<file path="src/include/ppfs_defs.vh">
`ifndef PPFS_DEFS_VH
`define PPFS_DEFS_VH

// ----------------------------------------------------------------
// register byte offsets
// ----------------------------------------------------------------
`define PPFS_OFF_DATA 5'h00
`define PPFS_OFF_DIR 5'h04
`define PPFS_OFF_PULLUP 5'h08
`define PPFS_OFF_PINS 5'h0C
`define PPFS_OFF_ROLE 5'h10
`define PPFS_OFF_FLAGS 5'h14

// ----------------------------------------------------------------
// field positions
// ----------------------------------------------------------------
`define PPFS_BIT_RST_PIN 5
`define PPFS_BIT_CLK_OUT 4
`define PPFS_BIT_CLK_IN 3
`define PPFS_ROLE_RST 0
`define PPFS_ROLE_CLK_IN 1
`define PPFS_ROLE_CLK_OUT 2
`define PPFS_ROLE_SEL_LSB 4
`define PPFS_ROLE_NVM 7
`define PPFS_ROLE_LOCKED 8
`define PPFS_FLAG_CLAIM 0

// ----------------------------------------------------------------
// clock option codes
// ----------------------------------------------------------------
`define PPFS_CLK_INT_RC 3'h0
`define PPFS_CLK_EXT_RC 3'h1
`define PPFS_CLK_EXT_CLK 3'h2
`define PPFS_CLK_XTAL 3'h3
`define PPFS_CLK_LF_XTAL 3'h4
`define PPFS_CLK_RESONATOR 3'h5

// ----------------------------------------------------------------
// reset values
// ----------------------------------------------------------------
`define PPFS_RST_DATA 6'h00
`define PPFS_RST_DIR 5'h00
`define PPFS_RST_PULLUP 5'h00
`define PPFS_RST_SEL 3'h0
`define PPFS_RST_RST_EN 1'b1

// ----------------------------------------------------------------
// timing
// ----------------------------------------------------------------
`define PPFS_CLK_PERIOD_NS 4
`define PPFS_RST_MIN_NS 50
`define PPFS_RST_MIN_CYC ((`PPFS_RST_MIN_NS + `PPFS_CLK_PERIOD_NS - 1) / `PPFS_CLK_PERIOD_NS)

`endif

</file>
<file path="src/logic/ppfs_sync2.v">
`default_nettype none

// two-stage synchroniser; the first stage feeds only the second
module ppfs_sync2 #(
  parameter W = 6
) (
  input wire ref_clk,
  input wire rst_n,
  input wire [W-1:0] async_in,
  output reg [W-1:0] sync_out
);

  reg [W-1:0] meta_reg;

  always @(posedge ref_clk or negedge rst_n) begin
    if (!rst_n) begin
      meta_reg <= {W{1'b0}};
      sync_out <= {W{1'b0}};
    end else begin
      meta_reg <= async_in;
      sync_out <= meta_reg;
    end
  end

endmodule

`default_nettype wire

</file>
<file path="src/logic/ppfs_port_mux.v">
`include "ppfs_defs.vh"
`default_nettype none

// What this block does
// - six general port pins, positions zero to five
// - lower five pins bidirectional, each with its own pull-up enable
// - without data memory the top pin is input only, never driven
// - with data memory the top pin is input or open-drain low driver
// - every pin floats while any reset is active, clock or not
// - reset and clock options claim top three pins over port use
// - reset enabled: top pin is reset input; else port input or open-drain
// - crystal, low-frequency crystal or resonator claim pins four and three
// - external RC or clock claim only pin three; internal RC claims none
// - reset option leaves pins three, four alone; clock option leaves pin five
// - low on enabled reset pin resets without clock; over 50 ns guaranteed
module ppfs_port_mux #(
  parameter HAS_DATA_NVM = 1,
  parameter NPINS = 6,
  parameter RST_STRETCH = `PPFS_RST_MIN_CYC
) (
  input wire ref_clk,
  input wire rst_n,
  input wire cfg_ext_reset_en,
  input wire [2:0] cfg_clock_sel,
  input wire [4:0] avs_address,
  input wire avs_read,
  input wire avs_write,
  input wire [31:0] avs_writedata,
  input wire [3:0] avs_byteenable,
  output reg [31:0] avs_readdata,
  output reg avs_waitrequest,
  input wire [NPINS-1:0] general_port_pins_in,
  output reg [NPINS-1:0] general_port_pins_out,
  output reg [NPINS-1:0] general_port_pins_oe,
  output reg [NPINS-1:0] general_port_pins_pullup,
  output reg oscillator_amp_input_sel,
  output reg oscillator_amp_output_sel,
  output reg core_rst_n
);

  // ----------------------------------------------------------------
  // state
  // ----------------------------------------------------------------
  // one-hot: latch the options in hold, pass through latch, then run
  localparam [2:0] ST_HOLD = 3'b001;
  localparam [2:0] ST_LATCH = 3'b010;
  localparam [2:0] ST_RUN = 3'b100;

  reg [2:0] state_reg;
  reg [2:0] state_next;
  reg rst_en_reg;
  reg [2:0] clk_sel_reg;
  reg [5:0] data_reg;
  reg [4:0] dir_reg;
  reg [4:0] pullup_reg;
  reg claim_flag_reg;
  reg claim_flag_next;
  reg [7:0] stretch_reg;
  reg [31:0] rdata_next;
  reg [NPINS-1:0] out_next;
  reg [NPINS-1:0] oe_next;
  reg [NPINS-1:0] pu_next;
  wire [NPINS-1:0] pins_sync;
  wire ext_rst_hold;
  wire rst_all_n;
  wire req;
  wire acc;
  wire wr_b0;
  wire rst_role;
  reg clk_in_claim;
  reg clk_out_claim;
  wire [4:0] claimed_low;
  wire [5:0] role_bits;

  // ----------------------------------------------------------------
  // reset combining
  // ----------------------------------------------------------------
  // the raw pin goes straight into the asynchronous reset tree on
  // purpose: a synchroniser would need a running clock
  assign ext_rst_hold = rst_en_reg & ~general_port_pins_in[`PPFS_BIT_RST_PIN];
  assign rst_all_n = rst_n & ~ext_rst_hold;

  // the synchronised copy only feeds the pin status register
  ppfs_sync2 #(
    .W(NPINS)
  ) u_pin_sync (
    .ref_clk(ref_clk),
    .rst_n(rst_n),
    .async_in(general_port_pins_in),
    .sync_out(pins_sync)
  );

  // ----------------------------------------------------------------
  // option latch
  // ----------------------------------------------------------------
  // options are sampled in the clock after the chip reset lifts,
  // while the core is still held, and never again
  always @* begin
    state_next = state_reg;
    case (state_reg)
      ST_HOLD: begin
        state_next = ST_LATCH;
      end
      ST_LATCH: begin
        // the hold counter is loaded here, so leave at once
        state_next = ST_RUN;
      end
      ST_RUN: begin
        state_next = ST_RUN;
      end
      default: begin
        state_next = ST_HOLD;
      end
    endcase
  end

  always @(posedge ref_clk or negedge rst_n) begin
    if (!rst_n) begin
      state_reg <= ST_HOLD;
      rst_en_reg <= `PPFS_RST_RST_EN;
      clk_sel_reg <= `PPFS_RST_SEL;
    end else begin
      state_reg <= state_next;
      if (state_reg == ST_HOLD) begin
        rst_en_reg <= cfg_ext_reset_en;
        clk_sel_reg <= cfg_clock_sel;
      end
    end
  end

  // core stays in reset a guaranteed minimum after any reset source
  always @(posedge ref_clk or negedge rst_all_n) begin
    if (!rst_all_n) begin
      // a pin reset leaves the state in run, so the full hold starts here
      stretch_reg <= RST_STRETCH[7:0];
      core_rst_n <= 1'b0;
    end else begin
      if (state_reg != ST_RUN) begin
        stretch_reg <= RST_STRETCH[7:0];
        core_rst_n <= 1'b0;
      end else if (stretch_reg != 8'h00) begin
        stretch_reg <= stretch_reg - 8'h01;
        core_rst_n <= 1'b0;
      end else begin
        core_rst_n <= 1'b1;
      end
    end
  end

  // ----------------------------------------------------------------
  // pin roles
  // ----------------------------------------------------------------
  assign rst_role = rst_en_reg;
  // codes six and seven are unassigned and fall back to the internal
  // oscillator, so a stray option can never steal a port pin
  always @* begin
    clk_in_claim = 1'b0;
    clk_out_claim = 1'b0;
    case (clk_sel_reg)
      `PPFS_CLK_INT_RC: begin
        clk_in_claim = 1'b0;
        clk_out_claim = 1'b0;
      end
      `PPFS_CLK_EXT_RC: begin
        clk_in_claim = 1'b1;
        clk_out_claim = 1'b0;
      end
      `PPFS_CLK_EXT_CLK: begin
        clk_in_claim = 1'b1;
        clk_out_claim = 1'b0;
      end
      `PPFS_CLK_XTAL: begin
        clk_in_claim = 1'b1;
        clk_out_claim = 1'b1;
      end
      `PPFS_CLK_LF_XTAL: begin
        clk_in_claim = 1'b1;
        clk_out_claim = 1'b1;
      end
      `PPFS_CLK_RESONATOR: begin
        clk_in_claim = 1'b1;
        clk_out_claim = 1'b1;
      end
      default: begin
        clk_in_claim = 1'b0;
        clk_out_claim = 1'b0;
      end
    endcase
  end
  assign claimed_low = {clk_out_claim, clk_in_claim, 3'b000};
  assign role_bits = {1'b0, HAS_DATA_NVM != 0, clk_out_claim, clk_in_claim, 1'b0, rst_role};

  // ----------------------------------------------------------------
  // pin drive
  // ----------------------------------------------------------------
  // a claimed pin is released entirely so the board part owns it
  genvar gi;
  generate
    for (gi = 0; gi < 5; gi = gi + 1) begin : g_low
      always @* begin
        if (claimed_low[gi]) begin
          out_next[gi] = 1'b0;
          oe_next[gi] = 1'b0;
          pu_next[gi] = 1'b0;
        end else begin
          out_next[gi] = data_reg[gi];
          oe_next[gi] = dir_reg[gi];
          pu_next[gi] = pullup_reg[gi] & ~dir_reg[gi];
        end
      end
    end
  endgenerate

  // top pin never has a pull-up and never drives high
  // bit five of the data register doubles as its low-drive enable
  always @* begin
    out_next[`PPFS_BIT_RST_PIN] = 1'b0;
    pu_next[`PPFS_BIT_RST_PIN] = 1'b0;
    if (rst_role) begin
      oe_next[`PPFS_BIT_RST_PIN] = 1'b0;
    end else if (HAS_DATA_NVM != 0) begin
      oe_next[`PPFS_BIT_RST_PIN] = data_reg[`PPFS_BIT_RST_PIN];
    end else begin
      oe_next[`PPFS_BIT_RST_PIN] = 1'b0;
    end
  end

  // any reset source floats all pins at once, clock or not
  always @(posedge ref_clk or negedge rst_all_n) begin
    if (!rst_all_n) begin
      general_port_pins_out <= {NPINS{1'b0}};
      general_port_pins_oe <= {NPINS{1'b0}};
      general_port_pins_pullup <= {NPINS{1'b0}};
      oscillator_amp_input_sel <= 1'b0;
      oscillator_amp_output_sel <= 1'b0;
    end else if (state_reg != ST_RUN) begin
      general_port_pins_out <= {NPINS{1'b0}};
      general_port_pins_oe <= {NPINS{1'b0}};
      general_port_pins_pullup <= {NPINS{1'b0}};
      oscillator_amp_input_sel <= 1'b0;
      oscillator_amp_output_sel <= 1'b0;
    end else begin
      general_port_pins_out <= out_next;
      general_port_pins_oe <= oe_next;
      general_port_pins_pullup <= pu_next;
      oscillator_amp_input_sel <= clk_in_claim;
      oscillator_amp_output_sel <= clk_out_claim;
    end
  end

  // ----------------------------------------------------------------
  // register bus
  // ----------------------------------------------------------------
  // one wait cycle per access: waitrequest drops the cycle after the
  // request shows and the access takes effect at the following edge
  // writes with lane zero off are dropped whole; only lane zero has writable bits
  assign req = avs_read | avs_write;
  assign acc = req & ~avs_waitrequest;
  assign wr_b0 = avs_write & acc & avs_byteenable[0];

  // readback is captured in the wait cycle, so the address must hold
  always @* begin
    rdata_next = 32'h0000_0000;
    case (avs_address)
      `PPFS_OFF_DATA: begin
        rdata_next[5:0] = data_reg;
      end
      `PPFS_OFF_DIR: begin
        rdata_next[4:0] = dir_reg;
      end
      `PPFS_OFF_PULLUP: begin
        rdata_next[4:0] = pullup_reg;
      end
      `PPFS_OFF_PINS: begin
        rdata_next[NPINS-1:0] = pins_sync;
      end
      `PPFS_OFF_ROLE: begin
        rdata_next[`PPFS_ROLE_CLK_OUT:`PPFS_ROLE_RST] = {role_bits[3:2], role_bits[0]};
        rdata_next[`PPFS_ROLE_SEL_LSB+2:`PPFS_ROLE_SEL_LSB] = clk_sel_reg;
        rdata_next[`PPFS_ROLE_NVM] = role_bits[4];
        rdata_next[`PPFS_ROLE_LOCKED] = (state_reg == ST_RUN);
      end
      `PPFS_OFF_FLAGS: begin
        rdata_next[`PPFS_FLAG_CLAIM] = claim_flag_reg;
      end
      default: begin
        rdata_next = 32'h0000_0000;
      end
    endcase
  end

  // a write asking to drive a pin the options own is kept but has no
  // effect on the pin; the flag tells software it tried
  always @* begin
    claim_flag_next = claim_flag_reg;
    if (wr_b0 && avs_address == `PPFS_OFF_FLAGS && avs_writedata[`PPFS_FLAG_CLAIM]) begin
      claim_flag_next = 1'b0;
    end
    if (wr_b0 && avs_address == `PPFS_OFF_DIR && |(avs_writedata[4:0] & claimed_low)) begin
      claim_flag_next = 1'b1;
    end
    if (wr_b0 && avs_address == `PPFS_OFF_DATA && rst_role && avs_writedata[5]) begin
      claim_flag_next = 1'b1;
    end
  end

  always @(posedge ref_clk or negedge rst_all_n) begin
    if (!rst_all_n) begin
      data_reg <= `PPFS_RST_DATA;
      dir_reg <= `PPFS_RST_DIR;
      pullup_reg <= `PPFS_RST_PULLUP;
      claim_flag_reg <= 1'b0;
      avs_waitrequest <= 1'b1;
      avs_readdata <= 32'h0000_0000;
    end else begin
      claim_flag_reg <= claim_flag_next;
      if (req && avs_waitrequest) begin
        avs_waitrequest <= 1'b0;
        avs_readdata <= rdata_next;
      end else begin
        avs_waitrequest <= 1'b1;
      end
      if (wr_b0) begin
        case (avs_address)
          `PPFS_OFF_DATA: begin
            // bit five only exists as the open-drain low enable
            data_reg <= {avs_writedata[5] & (HAS_DATA_NVM != 0), avs_writedata[4:0]};
          end
          `PPFS_OFF_DIR: begin
            dir_reg <= avs_writedata[4:0];
          end
          `PPFS_OFF_PULLUP: begin
            pullup_reg <= avs_writedata[4:0];
          end
          default: begin
            dir_reg <= dir_reg;
          end
        endcase
      end
    end
  end

endmodule

`default_nettype wire

</file>
<file path="config.mk">
export PLATFORM = sky130hd
export DESIGN_NAME = ppfs_port_mux
export DESIGN_NICKNAME = d
export VERILOG_FILES = /design/src/logic/ppfs_sync2.v /design/src/logic/ppfs_port_mux.v
export VERILOG_INCLUDE_DIRS = /design/src /design/src/include
export SDC_FILE = /design/constraint.sdc
export NUM_CORES = 1
export LEC_CHECK = 0
export ABC_AREA = 1
export BUFFER_PORTS_ARGS = -buffer_cell sky130_fd_sc_hd__buf_2
export CORE_ASPECT_RATIO = 1.4
export CORE_MARGIN = 2
export CORE_UTILIZATION = 30
export DETAILED_ROUTE_END_ITERATION = 7
export GPL_TIMING_DRIVEN = 0
export HOLD_SLACK_MARGIN = 0.06
export SYNTH_ARGS = -nofsm -noshare
export SYNTH_HDL_FRONTEND = slang
export SYNTH_SLANG_ARGS = --single-unit
</file>
<file path="constraint.sdc">
create_clock -name ref_clk -period 9.7 [get_ports ref_clk]
set_clock_uncertainty 0.2 [all_clocks]
set_input_delay 0.485 -clock ref_clk [delete_from_list [all_inputs] [get_ports ref_clk]]
set_output_delay 0.485 -clock ref_clk [all_outputs]
set_load 0.02 [all_outputs]
</file>
After elaboration in Yosys (flattened, before gate mapping)
Index checks and enable logic that the tools add are counted.
W data, S select, Z words.
Operators by class
  eq/ne operators: 14
  bitwise gates (word level): 20
  add/subtract/negate cells: 1
  reductions and logical operators: 19
  mux-type cells: 29
Operator list (number)
  $mux W1: 17
  $mux W8: 2
  $and A1 B1 Y1: 10
  $eq A5 B4 Y1 const B: 2
  $eq A5 B5 Y1 const B: 2
  $mux W5: 2
  $pmux W2 S5: 1
  $reduce_or A5 Y1: 2
  $eq A3 B2 Y1 const B: 3
  $eq A3 B3 Y1 const B: 3
  $logic_and A1 B1 Y1: 8
  $not A1 Y1: 8
  $reduce_bool A8 Y1: 1
  $sub A8 B1 Y8 const B: 1
  $eq A3 B1 Y1 const B: 2
  $mux W6: 1
  $pmux W1 S6: 1
  $pmux W3 S2: 1
  $reduce_and A2 Y1: 3
  $and A5 B5 Y5: 1
  $eq A5 B3 Y1 const B: 1
  $logic_not A5 Y1: 1
  $pmux W1 S5: 1
  $pmux W1 S4: 1
  8 further kinds: 8
Word-level totals
  output and inout bits: 54
  word-level logic and storage cells: 101
  input bits: 55
  register bits: 75

Longest topological paths before layout
Gate-level depths: netlist (run 1).
  depth in word-level cells: 9
  mapped depth: 9
  depth with buffers taken out: 8

Hierarchy
From an unflattened synthesis (run 1), not the netlist that was laid out.
Second synthesis, totals
  cell total of the unflattened synthesis: 348
  area total of the unflattened synthesis: 3281.9 um^2
Modules (own cells, without submodules)
  ppfs_port_mux: seq. area each 1534.0 um^2, cells each 336, instances 1, area each 2981.6 um^2
  ppfs_sync2: seq. area each 300.3 um^2, cells each 12, instances 1, area each 300.3 um^2

Worst setup path before layout (run 1)
OpenSTA, ideal clock, no wires.
  kind: reg-to-reg
  from: register stretch_reg[0]
  to: register stretch_reg[6]
  required time: 9377 ps
  buffers on the path: 0
  period minus slack after synthesis: 1522 ps
  cell stages (with the launch flop): 7
  arrival: 1199 ps
  setup slack: 8178 ps
  cell sequence: dfstp_2 > inv_1 > ha_1 > nand3_1 > nand3_1 > o21ai_0 > a21oi_1
Between the ends
  longest elaborated chain between the ends: 3
  elaborated cells on any way between the ends: 5
RTL lines
  from (decl): line ppfs_port_mux.v:58  | reg [7:0] stretch_reg;
  from (signal assigned): line ppfs_port_mux.v:135  | stretch_reg <= RST_STRETCH[7:0];
  from (signal assigned): line ppfs_port_mux.v:139  | stretch_reg <= RST_STRETCH[7:0];
  from (signal assigned): line ppfs_port_mux.v:142  | stretch_reg <= stretch_reg - 8'h01;
  $sub A8 B1 Y8: line ppfs_port_mux.v:142
  $mux W8: line ppfs_port_mux.v:141  | end else if (stretch_reg != 8'h00) begin
  $mux W8: line ppfs_port_mux.v:138  | if (state_reg != ST_RUN) begin
Several ways; a longest one is shown, not always the timed one. The select of a mux whose other input is x is not followed.
A chain may end at the register's enable or synchronous reset.

==> results of run 1 <==
-- final cells by class --
type / count / area (µm²) / share of cell area (%)
Clock buffer: 12 / 246 / 5.72
Tap cell: 141 / 176 / 4.09
Sequential cell: 73 / 1830 / 42.6
Buffer: 34 / 268 / 6.21
Multi-Input combinational cell: 221 / 1160 / 26.9
Clock inverter: 4 / 76.3 / 1.77
Inverter: 42 / 158 / 3.66
Timing Repair Buffer: 62 / 390 / 9.06
-- how the worst max path moves through the flow --
stage                     cells after the start                          end  startpoint
after global routing                          5              avs_readdata[4]       rst_n
after global placement                        2  general_port_pins_pullup[1]       rst_n
after floorplan                               1              avs_readdata[0]       rst_n
after CTS                                     5  general_port_pins_pullup[1]       rst_n
after detailed placement                      4      general_port_pins_oe[1]       rst_n
final                                         5                pullup_reg[1]       rst_n
-- cell usage after synthesis, types with 3 or more instances --
master	count	area, µm²
a21oi_1	3	15.0
buf_4	27	203
buf_6	5	56.3
dfrtp_1	67	1680
dfstp_2	6	158
inv_1	35	131
inv_2	6	22.5
nand2_1	54	203
nand2_2	4	25.0
nand3_1	14	70.1
nand4_1	20	125
nor2_1	36	135
nor2_2	3	18.8
nor2_4	4	45.0
nor3_1	6	30.0
o21ai_0	9	45.0
o21ai_1	18	90.1
o21ai_2	5	43.8
xor2_1	3	26.3
-- power groups by stage --
stage	sequential, mW	combinational, mW	clock, mW
after global placement	0.341	0.0927	0
after detailed placement	0.341	0.0976	0
after global routing	0.339	0.109	0.376
final	0.336	0.0986	0.358
after CTS	0.336	0.0999	0.363
after floorplan	0.352	0.0518	0
-- layer usage --
metal  track usage (%)  vias up
li1                  -     1269
met5                 0        -
met2              22.9       72
met1              16.0     1175
met3              2.99       12
met4              6.31        0
-- cells by family (layout without fill, tap and decap cells) --
group	Yosys count	count (layout)
adder cells (fa/ha/maj)	2	2
XOR/XNOR	4	4
AND/OR/NAND/NOR	150	150
other	1	25
buffers and inverters	76	154
flip-flops	73	73
multiplexers	1	1
AO/OA/AOI/OAI	39	39
-- what timing repair did --
| action | 4_1_cts | 5_1_grt |
|---|---|---|
| setup buffers | 0 | 0 |
| hold endpoints to repair | 23 | 0 |
| hold buffers | 7 | 0 |
-- worst max-delay path, stage by stage --
cell and delay, ns:
dlygate4sd3_1 0.52, buf_2 0.36, a21boi_4 0.67, buf_16 0.24, buf_16 0.17
-- through the flow --
stage | hold WS, ns | area (µm²) | std cells | setup WS [ns]
finish | 0.149 | 4310 | 589 | 7.60
floorplan | -0.0106 | 3410 | 370 | 3.50
global route | 0.154 | 4310 | 589 | 7.37
global placement | 0.133 | 3850 | 564 | 0.919
CTS | 0.145 | 4310 | 589 | 7.51
detailed placement | 0.137 | 3920 | 566 | 7.68
==> impl_metrics.csv, run 1 <==
group,metric,value,unit
run_status,status,"finished clean",
setup_path,crit_type,"in2async",
synth,ys_seq_elements,73,
hold_path,hold_start,"u_pin_sync.meta_reg[0]",
clocking,cts_resized,0,
setup_path,timing.reg2reg.setup_slack,8.00,ns
power_and_ir_drop,internal-power,594,µW
global_routing,grt_max_degree,21,
placement,dp_hpwl,5.63,mm
setup_path,startpoint_type,"primary input",
synth,synth-compound-area-share,6.63,%
die,die-area,0.0119,mm²
sta,fmax,476,MHz
setup_path,reg2reg_depth,5,
hold_path,hold-path-endpoint,"u_pin_sync.sync_out[0]",
global_routing,antenna_found_initial,0,
clocking,cts_root_buf,"clkbuf_16",
cells_and_area,syn2layout_area_growth,29.9,%
power_and_ir_drop,pwr-share-comb,12.4,%
die,start_util,30.7,%
setup_path,cp_max_fo,20,
sta,setup_tns,0,ns
synth,synth_cells,346,
synth,synth_top_family_by_area,"simple AND/OR/NAND/NOR gates",
die,core_area,0.0108,mm²
setup_path,r2r_start,"avs_waitrequest",
global_routing,grt.overflow.total,0,
route,via_per_inst,4.29,
clocking,clk_latency,0.34,ns
route,wl_met1,3.16,mm
cells_and_area,final_nets,500,
sta,hold_viol,0,
synth,yosys.area_share.adder,0.754,%
synth,ys.flop_type,"dfrtp_1",
power_and_ir_drop,p_total,792,µW
die,die_h,128,µm
sta,period_share,21.7,%
setup_path,required,10.05,ns
cells_and_area,utilization,39.9,%
clocking,numCtsBuffers,9,
synth,synthArstFlopShare,100,%
clocking,tritoncts,"built",
placement,gp_congestion,0.877,
power_and_ir_drop,irDropWorstVdd,117,µV
synth,yosysWarnings,0,
cells_and_area,layout_commonest_cell,"dfrtp_1",
hold_path,whs_path_depth,0,
route,wl,7.44,mm
cells_and_area,largest_reg_flops,9,
cells_and_area,layout_common_cells,"67 x dfrtp_1, 54 x nand2_1, 54 x buf_2, 36 x nor2_1, 35 x inv_1",
synth,synth-edff-count,0,
synth,synth-simple-area-share,23.0,%
clocking,cts_num_sinks,73,
synth,syn_area,0.00332,mm²
route,drtIter0Drc,264,
sta,maxSlewHeadroom,53.5,%
flow_run,maxCapViolCount,0,
power_and_ir_drop,p_leak,2.20,nW
setup_path,reg2reg_to,"avs_readdata[5]",
global_routing,first_global_vias,2445,
route,postRouteAntennaNets,0,
route,firstDrtPassIters,4,
clocking,clock_path_buffers,2,
route,highest_layer,"met4",
die,rows,45,
sta,period_minus_slack,2.10,ns
sta,rsz0062_at_grt,"no",
route,via_count,2528,
synth,synth_cell_types,36,
hold_path,hold_path_class,"reg2reg",
power_and_ir_drop,p_switching,198,µW
sta,setup_viol,0,
die,die_w,92.9,µm
sta,drv_slew,0,
die,io-pin-count,109,
synth,syn_avg_cell_area,9.59,µm²
placement,port_buffers,53,
power_and_ir_drop,p_seq_share,42.4,%
synth,synth_xor_area_share,1.06,%
sta,tightest_slew,0.696,ns
setup_path,endpoint_kind,"asynchronous set/reset pin",
route,met2_length,3.76,mm
route,dr_wl_met3,341,µm
synth,yosys-mux-area-fraction,0.339,%
setup_path,arrival,2.45,ns
cells_and_area,fillCellCount,1114,
route,drcViolationCount,0,
power_and_ir_drop,p_clk_share,45.2,%
synth,ys_seq_area_share,55.3,%
global_routing,grt_util_all_layers,13.4,%
cells_and_area,antennaDiodeCount,0,
cells_and_area,drive_gt1_share,30.8,%
route,drt-wirelength-per-cell,12.6,µm
clocking,clk_pin_slew,0.05,ns
global_routing,grt_pass1_wl,12.2,mm
clocking,h-tree-depth,3,
power_and_ir_drop,power_density,184,mW/mm²
power_and_ir_drop,p_sw_share,25.0,%
No activity file was read; power rests on OpenSTA's default activity.
==> run 2, diff against run 1 <==
- ABC_AREA: 1 -> 0
- clock period: 9.7 -> 2.2 ns (I/O delays scaled with it)
==> impl_metrics.csv, run 2 <==
group,metric,value,unit
run_status,status,"finished clean",
route,drtIter0Drc,130,
route,via_per_inst,4.40,
route,drt-wirelength-per-cell,13.8,µm
die,die_w,91.1,µm
synth,yosys-mux-area-fraction,11.9,%
synth,yosysWarnings,0,
route,wl,7.05,mm
flow_run,maxCapViolCount,0,
sta,rsz0062_at_grt,"no",
synth,synth_cells,255,
cells_and_area,drive_gt1_share,35.3,%
power_and_ir_drop,p_switching,744,µW
setup_path,reg2reg_depth,4,
synth,synth_xor_area_share,1.10,%
synth,synth-simple-area-share,14.5,%
route,firstDrtPassIters,4,
power_and_ir_drop,p_leak,2.17,nW
clocking,h-tree-depth,3,
sta,hold_viol,0,
cells_and_area,final_nets,426,
power_and_ir_drop,irDropWorstVdd,395,µV
power_and_ir_drop,power_density,730,mW/mm²
synth,syn_area,0.00319,mm²
setup_path,startpoint_type,"primary input",
cells_and_area,fin_area,0.00429,mm²
synth,synthTopCellsByArea,"dfrtp_1 53%, mux2_2 8.1%, buf_4 5.9%",
cells_and_area,layout_commonest_cell,"dfrtp_1",
sta,drv_slew,0,
global_routing,grt_pass1_wl,11.2,mm
global_routing,grt_max_degree,22,
die,die_h,126,µm
power_and_ir_drop,p_seq_share,46.6,%
clocking,tritoncts,"built",
cells_and_area,largest_reg_flops,9,
sta,setup_ws,0.0364,ns
sta,period_share,98.3,%
cells_and_area,layout_common_cells,"67 x dfrtp_1, 55 x buf_2, 25 x buf_4, 25 x conb_1, 24 x dlygate4sd3_1",
synth,synthTopCellsByCount,"67 x dfrtp_1, 25 x buf_4, 23 x mux2_2",
die,start_util,30.8,%
synth,synth_cell_types,52,
synth,ys_seq_area_share,57.6,%
power_and_ir_drop,pwr-share-comb,12.2,%
cells_and_area,antennaDiodeCount,0,
synth,synth-edff-count,0,
placement,gp_congestion,0.777,
global_routing,antenna_found_initial,0,
die,rows,44,
die,die-area,0.0115,mm²
power_and_ir_drop,internal-power,2.38,mW
route,postRouteAntennaNets,0,
setup_path,r2r_start,"avs_waitrequest",
synth,synth-compound-area-share,6.72,%
placement,pre_cts_slack,0.126,ns
sta,maxSlewHeadroom,51.8,%
route,via_count,2251,
setup_path,reg2reg_to,"data_reg[4]",
cells_and_area,utilization,41.4,%
clocking,clk_pin_slew,0.05,ns
sta,setup_viol,0,
clocking,post-cts-setup-buffer-count,0,
synth,synth_top_family_by_area,"simple AND/OR/NAND/NOR gates",
power_and_ir_drop,p_clk_share,41.3,%
global_routing,first_global_vias,2183,
synth,synthArstFlopShare,100,%
setup_path,startpoint,"avs_address[3]",
placement,dp_cells,472,
power_and_ir_drop,p_total,3.13,mW
sta,fmax,462,MHz
global_routing,grt_util_all_layers,12.7,%
placement,port_buffers,53,
clocking,cts_num_sinks,73,
route,drcViolationCount,0,
setup_path,cp_max_fo,10,
clocking,numCtsBuffers,9,
cells_and_area,syn2layout_area_growth,34.5,%
die,core_area,0.0103,mm²
setup_path,arrival,2.17,ns
cells_and_area,fin_cells,512,
sta,hold_slack,0.0812,ns
setup_path,timing.reg2reg.setup_slack,0.11,ns
hold_path,hold_path_class,"in2reg",
setup_path,worstSetupEndpoint,"data_reg[4]",
synth,yosys.area_share.adder,0.786,%
sta,setup_tns,0,ns
synth,yosys.cell_count.top_type,"dfrtp_1",
synth,netlist.area_leader.share,52.6,%
sta,period_minus_slack,2.16,ns
synth,yosysTopAreaCell,"dfrtp_1",
global_routing,grt.overflow.total,0,
clocking,clock_path_buffers,2,
placement,dp_hpwl,5.24,mm
setup_path,endpoint_kind,"register",
clocking,clk_latency,0.33,ns
synth,ys.flop_type,"dfrtp_1",
setup_path,required,2.21,ns
clocking,cts_root_buf,"clkbuf_16",
die,io-pin-count,109,
synth,ys_seq_elements,73,
sta,tightest_slew,0.718,ns
power_and_ir_drop,p_sw_share,23.8,%
synth,syn_avg_cell_area,12.5,µm²
setup_path,crit_type,"in2reg",
placement,dpl_cell_area,0.00378,mm²
## run 2: changes by cell type after synthesis, moves of 5 or more
cell     previous run  this run
nand2_1            54        16
inv_1              35         5
mux2_2              1        23
nand4_1            20         1
nor2_1             36        17
o21ai_1            18         1
and3_1              1        12
nand3_1            14         4
inv_2               6         0
buf_6               5         0
o21ai_2             5         0
## run 2: worst min-delay path by stage
stage                    from                      to  slack [ns]  cells past startpoint
6_report       avs_address[0]          claim_flag_reg        0.08                      4
2_1_floorplan           rst_n          clk_sel_reg[0]       -0.39                      0
3_3_place_gp            rst_n  u_pin_sync.meta_reg[4]       -0.13                      1
3_5_place_dp            rst_n  u_pin_sync.meta_reg[4]       -0.12                      1
4_1_cts        avs_address[0]          claim_flag_reg        0.06                      4
5_1_grt        avs_address[0]          claim_flag_reg        0.11                      4
## run 2: critical path: stages
cell and delay, ns:
dlygate4sd3_1 0.54, buf_2 0.15, buf_1 0.28, nor3_2 0.69
mux2_2 0.41
## run 2: what timing repair did
item / in CTS / in global routing
setup endpoints to repair: 0 / 2
gates resized for setup: 0 / 1
hold buffers: 24 / 0
endpoints found under the hold margin: 62 / 0
## run 2: kinds of logic after synthesis
kind of cell / Yosys count
buffers and inverters: 37
DFF: 73
and+or+nand+nor: 77
other: 1
adders and majority gates: 2
xor gates and xnor gates: 4
muxes: 30
AOI/OAI and AO/OA: 31
## run 2: power groups by stage
stage,Combinational (mW),Sequential [mW],Clock [mW]
floorplan,0.196,1.51,0
global placement,0.331,1.48,0
detailed placement,0.350,1.48,0
CTS,0.385,1.46,1.32
global route,0.411,1.47,1.38
finish,0.381,1.46,1.29
## run 2: cell type report
cell class	instances	area, µm²
clock buffers	15	258
multi-input cells	169	1220
flip-flops and latches	73	1830
fillers	1056	6060
clock inverters	1	5.00
plain buffers	32	216
well taps	138	173
inverters	5	18.8
repair buffers	79	561
## run 2: per-layer routing
metal | track usage [%] | up-vias | wire length (µm)
li1 | - | 1081 | -
met1 | 14.7 | 1087 | 2870
met2 | 21.8 | 71 | 3680
met3 | 3.41 | 12 | 344
met4 | 5.61 | 0 | 153
met5 | 0 | - | 0
==> run 3, diff against run 2 <==
- CELL_PAD_IN_SITES_DETAIL_PLACEMENT: unset -> 0
- CELL_PAD_IN_SITES_GLOBAL_PLACEMENT: unset -> 2
- CORE_MARGIN: 2 -> unset
- PLACE_DENSITY_LB_ADDON: unset -> 0.1
==> impl_metrics.csv, run 3 (synthesis gave the netlist of run 2 again) <==
group,metric,value,unit
sta,period_minus_slack,2.11,ns
setup_path,cp_max_fo,5,
route,wl,7.32,mm
sta,drv_slew,0,
power_and_ir_drop,power_density,736,mW/mm²
sta,period_share,96.0,%
sta,setup_viol,0,
setup_path,startpoint_type,"primary input",
clocking,clk_latency,0.33,ns
clocking,clk_pin_slew,0.05,ns
power_and_ir_drop,irDropWorstVdd,354,µV
setup_path,r2r_start,"avs_waitrequest",
cells_and_area,layout_commonest_cell,"dfrtp_1",
cells_and_area,drive_gt1_share,36.2,%
route,drt-wirelength-per-cell,14.2,µm
cells_and_area,multi_input_area,0.00122,mm²
route,via_count,2253,
route,drtIter0Drc,40,
route,postRouteAntennaNets,0,
global_routing,grt.overflow.total,0,
setup_path,required,2.21,ns
clocking,tritoncts,"built",
placement,dp_cells,472,
setup_path,arrival,2.12,ns
cells_and_area,syn2layout_area_growth,36.5,%
die,die_h,124,µm
setup_path,reg2reg_to,"pullup_reg[4]",
route,drcViolationCount,0,
cells_and_area,final_nets,430,
clocking,cts_num_sinks,73,
die,die-area,0.0110,mm²
sta,hold_viol,0,
placement,gp_congestion,0.753,
sta,fmax,473,MHz
route,firstDrtPassIters,4,
placement,dpl_cell_area,0.00378,mm²
clocking,cts_root_buf,"clkbuf_16",
clocking,h-tree-depth,3,
die,rows,44,
hold_path,hold_path_class,"in2async",
run_status,status,"finished clean",
global_routing,first_global_vias,2182,
placement,port_buffers,53,
placement,pre_cts_slack,0.0769,ns
cells_and_area,fillCellCount,1055,
sta,hold_slack,0.0940,ns
global_routing,grt_pass1_wl,11.7,mm
cells_and_area,fin_cells,516,
setup_path,timing.reg2reg.setup_slack,0.18,ns
clocking,clock_path_buffers,2,
global_routing,grt_util_all_layers,14.8,%
clocking,numCtsBuffers,9,
sta,maxSlewHeadroom,45.2,%
cells_and_area,largest_reg_flops,9,
global_routing,grt_max_degree,22,
cells_and_area,fin_area,0.00435,mm²
cells_and_area,layout_common_cells,"67 x dfrtp_1, 55 x buf_2, 28 x buf_4, 25 x conb_1, 24 x dlygate4sd3_1",
flow_run,maxCapViolCount,0,
route,via_per_inst,4.37,
setup_path,endpoint_kind,"register",
cells_and_area,regArea,0.00183,mm²
setup_path,crit_type,"in2reg",
die,start_util,30.8,%
die,die_w,89.1,µm
sta,tightest_slew,0.821,ns
setup_path,reg2reg_depth,4,
global_routing,antenna_found_initial,0,
die,io-pin-count,109,
sta,setup_ws,0.0869,ns
cells_and_area,antennaDiodeCount,0,
placement,dp_hpwl,5.40,mm
power_and_ir_drop,p_leak,2.20,nW
die,core_area,0.0103,mm²
==> run 3: report_power, final <==
group / switching [mW] / leakage [nW] / internal, mW / total [mW]
logic: 0.206 / 1.12 / 0.176 / 0.382
registers: 0.0415 / 0.938 / 1.42 / 1.46
clock network: 0.501 / 0.137 / 0.857 / 1.36
==> run 3: stage by stage <==
stage	setup TNS, ns	util, %	total power [mW]
2_1_floorplan	0	-	1.70
3_3_place_gp	-15.60	36.0	1.82
3_5_place_dp	0	36.5	1.84
4_1_cts	0	41.6	3.24
5_1_grt	-0.00207	42.0	3.34
6_report	0	42.0	3.20
==> run 3: timing repair <==
action / in CTS / in global routing
setup buffers: 0 / 4
resized for setup: 0 / 2
setup endpoints to repair: 0 / 19
hold endpoints to repair: 70 / 0
hold buffers: 24 / 0
==> run 3: worst max-delay path by stage <==
stage,cells after the start,end,start,slack (ns)
floorplan,4,avs_readdata[0],avs_waitrequest,0.34
global placement,2,stretch_reg[6],rst_n,-0.32
finish,6,pullup_reg[4],avs_address[0],0.09
detailed placement,4,general_port_pins_pullup[2],state_reg[1],0.08
CTS,6,data_reg[2],avs_address[1],0.03
global route,6,data_reg[3],avs_address[0],-0.001
==> run 3: cell type report <==
type	instances	share of cell area [%]
Buffer	32	4.98
Clock buffer	16	6.47
Inverter	5	0.432
Multi-Input combinational cell	169	28.1
Sequential cell	73	42.2
Tap cell	138	3.97
Timing Repair Buffer	83	13.9
==> run 3: layer usage <==
layer  global-route usage (%)  routed length [µm]
met2                     23.6                3560
met4                     9.33                 246
met1                     18.2                3250
met5                        0                   0
met3                     2.58                 268
==> run 3: critical path: stages <==
cell and delay (ns):
dlygate4sd3_1 0.53, buf_2 0.15, nor3_4 0.27, nand2_1 0.15
nor3b_2 0.51, mux2_2 0.40
